File: src/logic/xmem_defs.svh
// Constants of the external memory interface
// Contract
// Program space spans full 16-bit range
// Fetch starts at address zero after reset
// Vectors at three, spaced eight bytes; only constants here, no logic generates vector addresses
// Decode four populated external data regions
// Writes only from external move to memory
// Low three stretch bits select stretch
// Read address and strobe stretch+1 cycles
// Write address stretch+2, strobe max(stretch,1)
// Stretch resets to one
// Paged move: index low, page register high
// Pointer move drives full pointer address
// Select bit zero picks active pointer
// Pointer instructions act on selected pointer
// Core clock divided by three-bit field
// Unpopulated reads harmless, writes ignored
`ifndef XMEM_DEFS_SVH
`define XMEM_DEFS_SVH

// ----------------------------------------------------------------
// Register map (APB byte offsets)
// ----------------------------------------------------------------
`define OFF_STRETCH    12'h000
`define OFF_PTR_SEL    12'h004
`define OFF_PAGE_HIGH  12'h008
`define OFF_PTR0       12'h00C
`define OFF_PTR1       12'h010
`define OFF_INDEX      12'h014
`define OFF_CLK_DIV    12'h018
`define OFF_CMD        12'h01C
`define OFF_STATUS     12'h020
`define OFF_CODE_ADDR  12'h024

// ----------------------------------------------------------------
// Reset values and fields
// ----------------------------------------------------------------
`define STRETCH_RST    3'h1
`define STRETCH_MAX    3'h7
`define RESET_VECTOR   16'h0000
`define VECTOR_BASE    16'h0003
`define VECTOR_STEP    16'h0008
`define CMD_OP_LSB     0
`define CMD_OP_MSB     2
`define CMD_DATA_LSB   8
`define CMD_DATA_MSB   15

// ----------------------------------------------------------------
// Region bounds
// ----------------------------------------------------------------
`define GRAM_LO        16'h0000
`define GRAM_HI        16'h07FF
`define EDRAM_LO       16'h1000
`define EDRAM_HI       16'h13FF
`define IORAM_LO       16'h2000
`define IORAM_HI       16'h20FF
`define EPRAM_LO       16'h3000
`define EPRAM_HI       16'h3FFF
`define UNMAPPED_DATA  8'hFF

`endif

File: src/logic/xmem_pkg.sv
// Types of the external memory interface
package xmem_pkg;
    typedef enum logic [2:0] {
        OP_NONE       = 3'b000,
        OP_READ_PAGED = 3'b001,
        OP_READ_PTR   = 3'b010,
        OP_WRITE_PAGED= 3'b011,
        OP_WRITE_PTR  = 3'b100,
        OP_PTR_INC    = 3'b101,
        OP_PTR_LOAD   = 3'b110
    } op_t;

    typedef enum logic [2:0] {
        REGION_NONE  = 3'b000,
        REGION_GRAM  = 3'b001,
        REGION_EDRAM = 3'b010,
        REGION_IORAM = 3'b011,
        REGION_EPRAM = 3'b100
    } region_t;

    typedef enum logic [1:0] {
        ST_IDLE  = 2'b00,
        ST_ADDR  = 2'b01,
        ST_HOLD  = 2'b10
    } state_t;
endpackage

File: src/logic/xmem_timing_if.sv
// Strobe timing link between controller and timer
`timescale 1ns/1ps
interface xmem_timing_if;
    logic       start;
    logic       write;
    logic [2:0] stretch;
    logic       busy;
    logic       addr_phase;
    logic       strobe;
    logic       done;
    modport ctrl  (output start, output write, output stretch,
                   input busy, input addr_phase, input strobe, input done);
    modport timer (input start, input write, input stretch,
                   output busy, output addr_phase, output strobe, output done);
endinterface

File: src/logic/xmem_strobe_timer.sv
// Address phase and strobe width generator
`timescale 1ns/1ps
`include "xmem_defs.svh"
module xmem_strobe_timer
(
    input  wire logic            i_clk,
    input  wire logic            i_rst,
    input  wire logic            i_ce,
    xmem_timing_if.timer         tif
);
    logic [3:0] addr_cnt_q;
    logic [3:0] strb_cnt_q;
    logic       write_q;

    // Counts run only on core clock enables
    always_ff @(posedge i_clk)
    begin
        if (i_rst)
        begin
            addr_cnt_q <= 4'h0;
            strb_cnt_q <= 4'h0;
            write_q    <= 1'b0;
        end
        else if (tif.start)
        begin
            write_q <= tif.write;
            if (tif.write)
            begin
                addr_cnt_q <= {1'b0, tif.stretch} + 4'h2;
                strb_cnt_q <= (tif.stretch == 3'h0) ? 4'h1
                              : {1'b0, tif.stretch};
            end
            else
            begin
                addr_cnt_q <= {1'b0, tif.stretch} + 4'h1;
                strb_cnt_q <= {1'b0, tif.stretch} + 4'h1;
            end
        end
        else if (i_ce && addr_cnt_q != 4'h0)
        begin
            addr_cnt_q <= addr_cnt_q - 4'h1;
            if (strb_cnt_q != 4'h0)
                strb_cnt_q <= strb_cnt_q - 4'h1;
        end
    end

    assign tif.busy       = (addr_cnt_q != 4'h0);
    assign tif.addr_phase = (addr_cnt_q != 4'h0);
    assign tif.strobe     = (strb_cnt_q != 4'h0);
    assign tif.done       = i_ce && (addr_cnt_q == 4'h1);
endmodule

File: src/logic/xmem_controller.sv
// External data memory controller with APB registers
//
// The APB slave port and the address map were left to the implementer.
`timescale 1ns/1ps
`include "xmem_defs.svh"
module xmem_controller
(
    input  wire logic        i_clk,
    input  wire logic        i_rst,
    input  wire logic        i_psel,
    input  wire logic        i_penable,
    input  wire logic        i_pwrite,
    input  wire logic [11:0] i_paddr,
    input  wire logic [31:0] i_pwdata,
    input  wire logic [7:0]  i_mem_rdata,
    output logic      [31:0] o_prdata,
    output logic             o_pready,
    output logic             o_pslverr,
    output logic      [15:0] o_mem_addr,
    output logic      [7:0]  o_mem_wdata,
    output logic             o_mem_rd,
    output logic             o_mem_wr,
    output logic      [4:0]  o_mem_sel,
    output logic      [15:0] o_code_addr,
    output logic             o_core_ce
);
    // ----------------------------------------------------------------
    // Registers
    // ----------------------------------------------------------------
    logic [2:0]  stretch_q;
    logic        ptr_sel_q;
    logic [7:0]  page_q;
    logic [15:0] ptr0_q;
    logic [15:0] ptr1_q;
    logic [7:0]  index_q;
    logic [2:0]  div_q;
    logic [2:0]  div_cnt_q;
    logic        ce_q;
    logic [7:0]  rdata_q;
    logic [15:0] code_q;
    xmem_pkg::state_t  state_q;
    xmem_pkg::op_t     op_q;
    xmem_pkg::region_t region_q;
    logic        start_q;
    logic        done_q;
    logic        cmd_wr;
    logic        apb_wr;
    logic [15:0] active_ptr;
    logic [15:0] xaddr;

    xmem_timing_if tif ();

    function automatic xmem_pkg::region_t decode(input logic [15:0] a);
        if (a <= `GRAM_HI)
            decode = xmem_pkg::REGION_GRAM;
        else if (a >= `EDRAM_LO && a <= `EDRAM_HI)
            decode = xmem_pkg::REGION_EDRAM;
        else if (a >= `IORAM_LO && a <= `IORAM_HI)
            decode = xmem_pkg::REGION_IORAM;
        else if (a >= `EPRAM_LO && a <= `EPRAM_HI)
            decode = xmem_pkg::REGION_EPRAM;
        else
            decode = xmem_pkg::REGION_NONE;
    endfunction

    assign apb_wr     = i_psel && i_penable && i_pwrite && o_pready;
    assign cmd_wr     = apb_wr && (i_paddr == `OFF_CMD) && (state_q == xmem_pkg::ST_IDLE);
    assign active_ptr = ptr_sel_q ? ptr1_q : ptr0_q;

    // ----------------------------------------------------------------
    // Core clock divider
    // ----------------------------------------------------------------
    always_ff @(posedge i_clk)
    begin
        if (i_rst)
        begin
            div_cnt_q <= 3'h0;
            ce_q      <= 1'b0;
        end
        else if (div_cnt_q >= div_q)
        begin
            div_cnt_q <= 3'h0;
            ce_q      <= 1'b1;
        end
        else
        begin
            div_cnt_q <= div_cnt_q + 3'h1;
            ce_q      <= 1'b0;
        end
    end

    // ----------------------------------------------------------------
    // Software registers
    // ----------------------------------------------------------------
    always_ff @(posedge i_clk)
    begin
        if (i_rst)
        begin
            stretch_q <= `STRETCH_RST;
            ptr_sel_q <= 1'b0;
            page_q    <= 8'h00;
            index_q   <= 8'h00;
            div_q     <= 3'h0;
            code_q    <= `RESET_VECTOR;
        end
        else if (apb_wr)
        begin
            if (i_paddr == `OFF_STRETCH)
                stretch_q <= i_pwdata[2:0];
            else if (i_paddr == `OFF_PTR_SEL)
                ptr_sel_q <= i_pwdata[0];
            else if (i_paddr == `OFF_PAGE_HIGH)
                page_q <= i_pwdata[7:0];
            else if (i_paddr == `OFF_INDEX)
                index_q <= i_pwdata[7:0];
            else if (i_paddr == `OFF_CLK_DIV)
                div_q <= i_pwdata[2:0];
            else if (i_paddr == `OFF_CODE_ADDR)
                code_q <= i_pwdata[15:0];
        end
    end

    // ----------------------------------------------------------------
    // Data pointers
    // ----------------------------------------------------------------
    always_ff @(posedge i_clk)
    begin
        if (i_rst)
        begin
            ptr0_q <= 16'h0000;
            ptr1_q <= 16'h0000;
        end
        else if (apb_wr && i_paddr == `OFF_PTR0)
            ptr0_q <= i_pwdata[15:0];
        else if (apb_wr && i_paddr == `OFF_PTR1)
            ptr1_q <= i_pwdata[15:0];
        else if (cmd_wr)
        begin
            // Increment and load act on the selected pointer only
            if (i_pwdata[`CMD_OP_MSB:`CMD_OP_LSB] == xmem_pkg::OP_PTR_INC)
            begin
                if (ptr_sel_q)
                    ptr1_q <= ptr1_q + 16'h0001;
                else
                    ptr0_q <= ptr0_q + 16'h0001;
            end
            else if (i_pwdata[`CMD_OP_MSB:`CMD_OP_LSB] == xmem_pkg::OP_PTR_LOAD)
            begin
                if (ptr_sel_q)
                    ptr1_q <= i_pwdata[31:16];
                else
                    ptr0_q <= i_pwdata[31:16];
            end
        end
    end

    // ----------------------------------------------------------------
    // External move sequencer
    // ----------------------------------------------------------------
    always_comb
    begin
        if (i_pwdata[`CMD_OP_MSB:`CMD_OP_LSB] == xmem_pkg::OP_READ_PAGED ||
            i_pwdata[`CMD_OP_MSB:`CMD_OP_LSB] == xmem_pkg::OP_WRITE_PAGED)
            xaddr = {page_q, index_q};
        else
            xaddr = active_ptr;
    end

    always_ff @(posedge i_clk)
    begin
        if (i_rst)
        begin
            state_q     <= xmem_pkg::ST_IDLE;
            op_q        <= xmem_pkg::OP_NONE;
            region_q    <= xmem_pkg::REGION_NONE;
            start_q     <= 1'b0;
            done_q      <= 1'b0;
            o_mem_addr  <= 16'h0000;
            o_mem_wdata <= 8'h00;
            rdata_q     <= 8'h00;
        end
        else
        begin
            start_q <= 1'b0;
            // Pin strobe lags the timer by one clock, so capture one clock late
            done_q  <= tif.done;
            case (state_q)
                xmem_pkg::ST_IDLE:
                begin
                    if (cmd_wr &&
                        i_pwdata[`CMD_OP_MSB:`CMD_OP_LSB] != xmem_pkg::OP_NONE &&
                        i_pwdata[`CMD_OP_MSB:`CMD_OP_LSB] != xmem_pkg::OP_PTR_INC &&
                        i_pwdata[`CMD_OP_MSB:`CMD_OP_LSB] != xmem_pkg::OP_PTR_LOAD)
                    begin
                        op_q        <= xmem_pkg::op_t'(i_pwdata[`CMD_OP_MSB:`CMD_OP_LSB]);
                        o_mem_addr  <= xaddr;
                        o_mem_wdata <= i_pwdata[`CMD_DATA_MSB:`CMD_DATA_LSB];
                        region_q    <= decode(xaddr);
                        start_q     <= 1'b1;
                        state_q     <= xmem_pkg::ST_ADDR;
                    end
                end
                xmem_pkg::ST_ADDR:
                    state_q <= xmem_pkg::ST_HOLD;
                xmem_pkg::ST_HOLD:
                begin
                    if (done_q)
                    begin
                        // Unpopulated reads give a fixed harmless value
                        if (op_q == xmem_pkg::OP_READ_PAGED || op_q == xmem_pkg::OP_READ_PTR)
                            rdata_q <= (region_q == xmem_pkg::REGION_NONE) ?
                                       `UNMAPPED_DATA : i_mem_rdata;
                        op_q    <= xmem_pkg::OP_NONE;
                        state_q <= xmem_pkg::ST_IDLE;
                    end
                end
                default:
                    state_q <= xmem_pkg::ST_IDLE;
            endcase
        end
    end

    assign tif.start   = start_q;
    assign tif.write   = (op_q == xmem_pkg::OP_WRITE_PAGED) || (op_q == xmem_pkg::OP_WRITE_PTR);
    assign tif.stretch = stretch_q;

    xmem_strobe_timer u_timer
    (
        .i_clk (i_clk),
        .i_rst (i_rst),
        .i_ce  (ce_q),
        .tif   (tif)
    );

    // ----------------------------------------------------------------
    // Registered memory outputs
    // ----------------------------------------------------------------
    always_ff @(posedge i_clk)
    begin
        if (i_rst)
        begin
            o_mem_rd  <= 1'b0;
            o_mem_wr  <= 1'b0;
            o_mem_sel <= 5'h00;
        end
        else
        begin
            o_mem_rd  <= tif.strobe && !tif.write;
            // Writes to holes reach no storage
            o_mem_wr  <= tif.strobe && tif.write &&
                         (region_q != xmem_pkg::REGION_NONE);
            o_mem_sel <= tif.addr_phase ? (5'h01 << region_q) : 5'h00;
        end
    end

    always_ff @(posedge i_clk)
    begin
        if (i_rst)
        begin
            o_core_ce   <= 1'b0;
            o_code_addr <= `RESET_VECTOR;
        end
        else
        begin
            o_core_ce   <= ce_q;
            o_code_addr <= code_q;
        end
    end

    // ----------------------------------------------------------------
    // APB slave: one wait state, unmapped reads zero with error
    // ----------------------------------------------------------------
    always_ff @(posedge i_clk)
    begin
        if (i_rst)
        begin
            o_pready  <= 1'b0;
            o_prdata  <= 32'h0000_0000;
            o_pslverr <= 1'b0;
        end
        else if (i_psel && i_penable && !o_pready)
        begin
            o_pready  <= 1'b1;
            o_pslverr <= 1'b0;
            o_prdata  <= 32'h0000_0000;
            if (i_paddr == `OFF_STRETCH)
                o_prdata <= {29'h0, stretch_q};
            else if (i_paddr == `OFF_PTR_SEL)
                o_prdata <= {31'h0, ptr_sel_q};
            else if (i_paddr == `OFF_PAGE_HIGH)
                o_prdata <= {24'h0, page_q};
            else if (i_paddr == `OFF_PTR0)
                o_prdata <= {16'h0, ptr0_q};
            else if (i_paddr == `OFF_PTR1)
                o_prdata <= {16'h0, ptr1_q};
            else if (i_paddr == `OFF_INDEX)
                o_prdata <= {24'h0, index_q};
            else if (i_paddr == `OFF_CLK_DIV)
                o_prdata <= {29'h0, div_q};
            else if (i_paddr == `OFF_CMD)
                o_prdata <= 32'h0000_0000;
            else if (i_paddr == `OFF_STATUS)
                o_prdata <= {16'h0, rdata_q, 7'h0, (state_q != xmem_pkg::ST_IDLE)};
            else if (i_paddr == `OFF_CODE_ADDR)
                o_prdata <= {16'h0, code_q};
            else
                o_pslverr <= 1'b1;
        end
        else
        begin
            o_pready  <= 1'b0;
            o_pslverr <= 1'b0;
        end
    end
endmodule

File: config.mk
export PLATFORM = sky130hd
export DESIGN_NAME = xmem_controller
export DESIGN_NICKNAME = d
export VERILOG_FILES = /design/src/logic/xmem_pkg.sv /design/src/logic/xmem_timing_if.sv /design/src/logic/xmem_strobe_timer.sv /design/src/logic/xmem_controller.sv
export VERILOG_INCLUDE_DIRS = /design/src /design/src/logic
export SDC_FILE = /design/constraint.sdc
export NUM_CORES = 1
export LEC_CHECK = 0
export BUFFER_PORTS_ARGS = -buffer_cell sky130_fd_sc_hd__buf_2
export CAP_MARGIN = 20
export CELL_PAD_IN_SITES_DETAIL_PLACEMENT = 0
export CELL_PAD_IN_SITES_GLOBAL_PLACEMENT = 2
export CORE_ASPECT_RATIO = 1.5
export CORE_MARGIN = 8
export CORE_UTILIZATION = 30
export DETAILED_ROUTE_END_ITERATION = 10
export PLACE_DENSITY = 0.73
export RECOVER_POWER = 25
export SETUP_SLACK_MARGIN = 0.02
export SLEW_MARGIN = 20
export SYNTH_ARGS = -nofsm -noshare
export SYNTH_HDL_FRONTEND = slang
export SYNTH_SLANG_ARGS = --single-unit
File: constraint.sdc
create_clock -name i_clk -period 2.25 [get_ports i_clk]
set_clock_uncertainty 0.15 [all_clocks]
set_input_delay 0 -clock i_clk [delete_from_list [all_inputs] [get_ports i_clk]]
set_output_delay 0 -clock i_clk [all_outputs]
set_load 0.01 [all_outputs]
==> metrics.log, run 1 <==
[metrics] fraction of layout instances using a drive strength above 1: 0.184
[metrics] Skew-Pair Late Insertion Delay: between 0.4 and 0.5 ns
[metrics] total negative slack: 0 ns
[metrics] TritonCTS clock tree: built
[metrics] number of buffers on the longest clock path: 2
[metrics] Synth Area per Inst: 7.89 sq um
[metrics] layout overhead on the synthesized area: 29.2%
[metrics] overflow left after global routing: 0
[metrics] library cells used by synthesis: 68
[metrics] crit path kind: reg -> reg
[metrics] Pwr per Cell Area: 587 nW/um^2
[metrics] die width: 155 um
[metrics] largest cells by area after synthesis: dfxtp_1 38%, nand2_1 6.9%, a21oi_1 5.5%, o21ai_0 4.1%, mux2i_1 4.0%
[metrics] via count of the first global-routing pass: 9089
[metrics] number of vias after detailed routing: 8996
[metrics] total number of nets in the final design: around 1400
[metrics] clock period minus final worst setup slack: 2.15 ns
[metrics] FF+latch count, synth: between 150 and 200
[metrics] leakage power total: between 4 and 5 nW
[metrics] data required time at the worst endpoint: between 2 and 2.5 ns
[metrics] total die area: 34900 sq um
[metrics] post-route ant nets: 0
[metrics] primary flip-flop cell chosen by synthesis mapping: dfxtp_1
[metrics] portion of the post-synthesis area used by sequential elements: 0.383
[metrics] run status: finished clean
[metrics] Final Hold Violating Endpoints: 0
[metrics] Global Route met3 Usage: 0.0300
[metrics] most crowded layer after global routing: met2
[metrics] Syn Inst Count: 1105
[metrics] Core Box Area: around 29000 sq um
[metrics] number of enable flip-flop cells after synthesis: 0
[metrics] fillers: 3146
[metrics] max-cap viol count: 0
[metrics] maximum frequency from static timing analysis: 464 MHz
[metrics] critical path endpoint category: flip-flop
[metrics] relative slew slack: 0.650
[metrics] effective utilization at floorplan: 0.304
[metrics] antenna violations before repair: 0
[metrics] worst min path class: in -> reg
[metrics] Wirelength per Cell: 21.4 um
[metrics] share of the clock period used by the worst path after layout: 0.958
[metrics] Num CTS Buffers: 17
[metrics] Final GP Congestion: 0.907
[metrics] most frequent standard cell in the layout excluding fill and tap cells: dfxtp_1
[metrics] most frequent cells in the layout: 167 x dfxtp_1, 159 x nand2_1, 107 x buf_4
[metrics] Worst VDD drop: 0.565 mV
[metrics] Die Height: between 200 and 250 um
[metrics] pin count of the biggest net entering global routing: 40
[metrics] global-route usage over all layers: 0.212
[metrics] max-slew violation count: 0
[metrics] Worst-path clk slew: ~0.070 ns
[metrics] drt initial violations: between 600 and 700
[metrics] Placed Instances: 1645
[metrics] arrival time worst endpoint: 2.37 ns
[metrics] worst-path maximum fanout: 3
[metrics] share of flip-flops with an asynchronous set or reset after synthesis: 0
[metrics] Setup Viol. Count Final: 0
[metrics] DRC violations left: 0
[metrics] launching element type of the critical path: flip-flop
[metrics] actual slew at the worst max-slew pin: 0.525 ns
[metrics] total wire length: 36.9 mm
[metrics] synthesized cell area: 8720 sq um
[metrics] HPWL after DPL: 28.3 mm
[metrics] IO Port Bufs: 122
[metrics] number of warning messages in the yosys log: 0
[metrics] filler-free cell count of the finished design: ~1700
[metrics] wire length of the first global-routing pass: roughly 55 mm
[metrics] antenna diode count: 0
[metrics] count of TritonRoute iterations in the first routing pass: 8
[metrics] post-CTS setup buffer count: 0
[metrics] area share of the leading cell type in the synthesized netlist: 0.383
[metrics] CTS H-Tree Depth: 4
[metrics] library cell used as clock root buffer: clkbuf_16
[metrics] met2 track demand over resource in global routing: 0.400
[metrics] CTS sink count: 167
[metrics] number of rows created at floorplan: 76
[metrics] met1 Usage GRT: 0.221
[metrics] RSZ-0062 raised after global routing: yes
[metrics] Ports: between 100 and 150
[metrics] library cell with the largest summed area after synthesis: dfxtp_1
[metrics] vias per cell: 5.24
cells by family after synthesis:
group | after synthesis | share of synthesized area
flops | 167 | 0.383
fa+ha+maj | 12 | 0.0172
other cells | 1 | 0.000430
mux | 47 | 0.0557
xor+xnor | 25 | 0.0251
simple gates | 450 | 0.258
buf+inv | 116 | 0.0577
compound gates | 287 | 0.202
critical path: stages (launching register included):
cell	delay, ns
dfxtp_1	0.33
nor2_1	0.15
buf_4	0.14
nand3_1	0.10
or4_4	0.54
or4_1	0.53
a21oi_1	0.14
cells in the mapped netlist, types with 9 or more instances:
library cell,instances
buf_4,16
nor2_1,92
xnor2_1,18
nor2b_1,24
and2_1,9
o21ai_0,71
dfxtp_1,167
a211oi_1,20
nand2_1,160
a21oi_1,96
mux2_2,12
nand2b_1,9
nor4_1,9
ha_1,12
nor3_1,20
nand3_1,31
mux2i_1,35
a221oi_1,10
nand4_1,27
and3_1,13
a22oi_1,17
a31oi_1,15
inv_1,20
and4_1,11
clkbuf_1,70
state kept, by name, summed over array words and instances, names as in the netlist, 16 cells and up:
register,cells
ptr1_q,16
ptr0_q,16
o_code_addr,16
o_prdata,16
o_mem_addr,16
code_q,16
final timing paths:
kind	startpoint	endpoint	slack, ns	cells after the start
worst max-delay path	state_q[1]	region_q[2]	0.1	6
worst min-delay path	i_paddr[0]	o_pslverr	0.03	5
worst max register to register	state_q[1]	region_q[2]	0.1	6
worst min register to register	div_cnt_q[0]	div_cnt_q[0]	0.30	1
area by class of cell:
class / instances / area [sq um] / area share
flip-flops and latches: 167 / 3340 / 0.297
repair buffers: 274 / 1820 / 0.161
well taps: 390 / 488 / 0.0433
clock buffers: 18 / 429 / 0.0381
inverters: 20 / 75.1 / 0.00666
clock inverters: 12 / 121 / 0.0108
multi-input cells: 837 / 4990 / 0.443
layer usage:
layer | up-vias | share of wire
li1 | 4346 | -
met1 | 4294 | 0.38
met2 | 285 | 0.54
met3 | 71 | 0.039
met4 | 0 | 0.045
met5 | - | 0
repair_timing:
action	4_1_cts	5_1_grt
hold endpoints to repair	89	0
hold buffers	43	0
gates resized for setup	2	6
endpoints found under the setup margin	2	13
report_power, final:
| part | internal [mW] | switching [mW] | total, mW |
|---|---|---|---|
| registers | 3.00 | 0.0395 | 3.04 |
| clock network | 1.53 | 1.29 | 2.82 |
| logic | 0.304 | 0.446 | 0.751 |
metrics by stage:
step / power, mW / worst slack (ns) / hold WS [ns] / area [sq um] / util
after floorplan: 3.54 / 0.112 / -0.0706 / 8780 / -
after global routing: 6.88 / 0.0132 / 0.0485 / 11300 / 0.392
after global placement: 3.79 / -0.00963 / 0.152 / 10300 / 0.360
after CTS: 6.68 / 0.0270 / 0.0169 / 11300 / 0.394
final: 6.61 / 0.0956 / 0.0325 / 11300 / 0.392
after detailed placement: 3.80 / -0.0272 / 0.157 / 10300 / 0.360
(Power assumes the default switching activity.)
==> run 2: changes to the inputs <==
CORE_UTILIZATION = 36   (was 30)
PLACE_DENSITY = 0.83   (was 0.73)
clock period = 2.61 ns   (was 2.25 ns; I/O delays follow)
==> run 2 against run 1 <==
  * Final area fell by 2.8%
  * Non-clock buffer count fell by 46
  * First-iteration DRC count fell by 5.3%
  * Register-to-register slack improved by 0.10 ns
  * Setup slack got worse by 0.010 ns
  * Sequential share of layout area rose by 0.86 points
  * Cell count fell by 6.4%
  * Largest cell class unchanged
==> metrics.log, run 2 (synthesis results as in run 1) <==
[metrics] worst-case hold slack: 0.0296 ns
[metrics] number of buffers on the longest clock path: 2
[metrics] run status: finished clean
[metrics] effective utilization at floorplan: 0.362
[metrics] clock period minus final worst setup slack: 2.52 ns
[metrics] drt initial violations: 621
[metrics] CTS sink count: between 150 and 200
[metrics] met1 Usage GRT: 0.245
[metrics] share of the clock period used by the worst path after layout: 0.967
[metrics] post-route ant nets: 0
[metrics] overflow left after global routing: 0
[metrics] Worst VDD drop: 0.480 mV
[metrics] TritonCTS clock tree: built
[metrics] maximum cell stage delay along the critical path: roughly 0.54 ns
[metrics] Wirelength per Cell: 21.2 um
[metrics] Ports: 139
[metrics] crit path max-delay cell type: dlygate4sd3_1
[metrics] arrival time worst endpoint: 2.70 ns
[metrics] antenna diode count: 0
[metrics] Final Hold Violating Endpoints: 0
[metrics] max-slew violation count: 0
[metrics] total number of nets in the final design: 1340
[metrics] Bufs and invs on worst path: 6
[metrics] Die Height: 207 um
[metrics] die width: 143 um
[metrics] switching share of total power: 0.259
[metrics] Pwr per Cell Area: 558 nW/um^2
[metrics] total die area: 29600 sq um
[metrics] Core Box Area: between 20000 and 25000 sq um
[metrics] max-cap viol count: 0
[metrics] antenna violations before repair: 0
[metrics] via count of the first global-routing pass: slightly below 9000
[metrics] total negative slack: 0 ns
[metrics] IO Port Bufs: approximately 120
[metrics] number of vias after detailed routing: 8884
[metrics] power share of the clock group: 0.468
[metrics] leakage power total: 3.91 nW
[metrics] most frequent standard cell in the layout excluding fill and tap cells: dfxtp_1
[metrics] wire length of the first global-routing pass: 51.5 mm
[metrics] setup slack on the worst flop-to-flop path: 0.20 ns
[metrics] DRC violations left: 0
[metrics] Critical Path, Cell by Cell: dlygate4sd3_1, buf_2, nor4_2, buf_6, and3_1, buf_4, nand2_1, buf_4, nand2_1, a21oi_1, dlygate4sd3_1
[metrics] library cell used as clock root buffer: clkbuf_16
[metrics] met2 track demand over resource in global routing: 0.435
[metrics] launching element type of the critical path: input port
[metrics] Setup Viol. Count Final: 0
[metrics] fraction of layout instances using a drive strength above 1: 0.146
[metrics] most frequent cells in the layout: 167 x dfxtp_1, 160 x nand2_1, 96 x a21oi_1
[metrics] actual slew at the worst max-slew pin: about 0.70 ns
[metrics] part of the power in combinational logic: 0.103
[metrics] layout overhead on the synthesized area: 25.6%
[metrics] worst-path maximum fanout: 21
[metrics] Num CTS Buffers: 17
[metrics] Reg power frac: 0.429
[metrics] Global Route met3 Usage: 0.0331
[metrics] RSZ-0062 raised after global routing: no
[metrics] number of rows created at floorplan: 70
[metrics] crit path kind: in -> reg
[metrics] vias per cell: 5.52
[metrics] Final GP Congestion: 0.907
[metrics] worst min path class: in -> reg
[metrics] data required time at the worst endpoint: 2.79 ns
[metrics] critical path endpoint category: flip-flop
[metrics] family of cells with the greatest summed delay on the critical path: buffers and inverters
[metrics] CTS H-Tree Depth: 4
[metrics] HPWL after DPL: 25.5 mm
[metrics] count of TritonRoute iterations in the first routing pass: 5
[metrics] most crowded layer after global routing: met2
[metrics] total wire length: 34.1 mm
[metrics] relative slew slack: 0.534
[metrics] post-CTS setup buffer count: 0
[metrics] pin count of the biggest net entering global routing: 112
[metrics] Internal Power: 4.52 mW
[metrics] maximum frequency from static timing analysis: 396 MHz
[metrics] Skew-Pair Late Insertion Delay: approximately 0.44 ns
[metrics] switching component of the power: around 1.6 mW
[metrics] global-route usage over all layers: 0.231
[metrics] Worst-path clk slew: 0.07 ns
==> run 2: changes by cell type in the layout (fill, tap and decap cells not counted), moves of 2 or more <==
cell and delta:
buf_4 -54, dlygate4sd3_1 +8, clkinvlp_4 -4, bufinv_16 +3
clkbuf_8 +2
==> run 2: routing by layer <==
| layer | share of wire | wire, um | vias to the layer above |
|---|---|---|---|
| li1 | - | - | 4265 |
| met1 | 0.38 | 12900 | 4253 |
| met2 | 0.54 | 18300 | 291 |
| met3 | 0.042 | 1440 | 75 |
| met4 | 0.043 | 1480 | 0 |
| met5 | 0 | 0 | - |
==> run 2: final cells by class <==
class	instances	area (sq um)
Fill cell	2493	13100
Tap cell	324	405
Timing Repair Buffer	228	1490
Sequential cell	167	3340
Clock buffer	19	453
Clock inverter	13	209
Inverter	20	75.1
Multi-Input combinational cell	837	4970
==> run 2: worst paths after layout <==
| path | start | endpoint | cells past startpoint |
|---|---|---|---|
| worst max-delay path | i_paddr[8] | code_q[1] | 11 |
| worst min-delay path | i_paddr[11] | o_prdata[0] | 5 |
| worst max register to register | state_q[0] | region_q[1] | 7 |
| worst min register to register | o_mem_addr[4] | o_mem_addr[4] | 2 |
==> run 2: worst min-delay path: stages <==
cell and delay, ns:
buf_2 0.09, nor4_2 0.07, buf_6 0.17, o311ai_0 0.14, a211oi_1 0.09
==> run 2: through the flow <==
stage | setup slack [ns] | area [sq um] | cells | utilization | power, mW
after global routing | 0.0367 | 10900 | 1608 | 0.455 | 6.30
after CTS | 0.0383 | 11000 | 1608 | 0.457 | 6.13
after floorplan | 0.472 | 8780 | 1120 | - | 3.05
final | 0.0852 | 10900 | 1608 | 0.455 | 6.10
after detailed placement | 0.136 | 9840 | 1525 | 0.408 | 3.25
after global placement | 0.155 | 9840 | 1525 | 0.408 | 3.25
==> run 2: power by group through the flow <==
stage	Clock, mW	Sequential (mW)	Combinational [mW]
floorplan	0	2.67	0.378
global placement	0	2.68	0.572
detailed placement	0	2.68	0.571
CTS	2.89	2.62	0.629
global route	2.99	2.62	0.691
finish	2.86	2.62	0.629
==> run 2: repair_timing <==
item	in CTS	in global routing
gates resized for setup	0	2
hold endpoints to repair	97	0
endpoints found under the setup margin	0	4
hold buffers	51	0
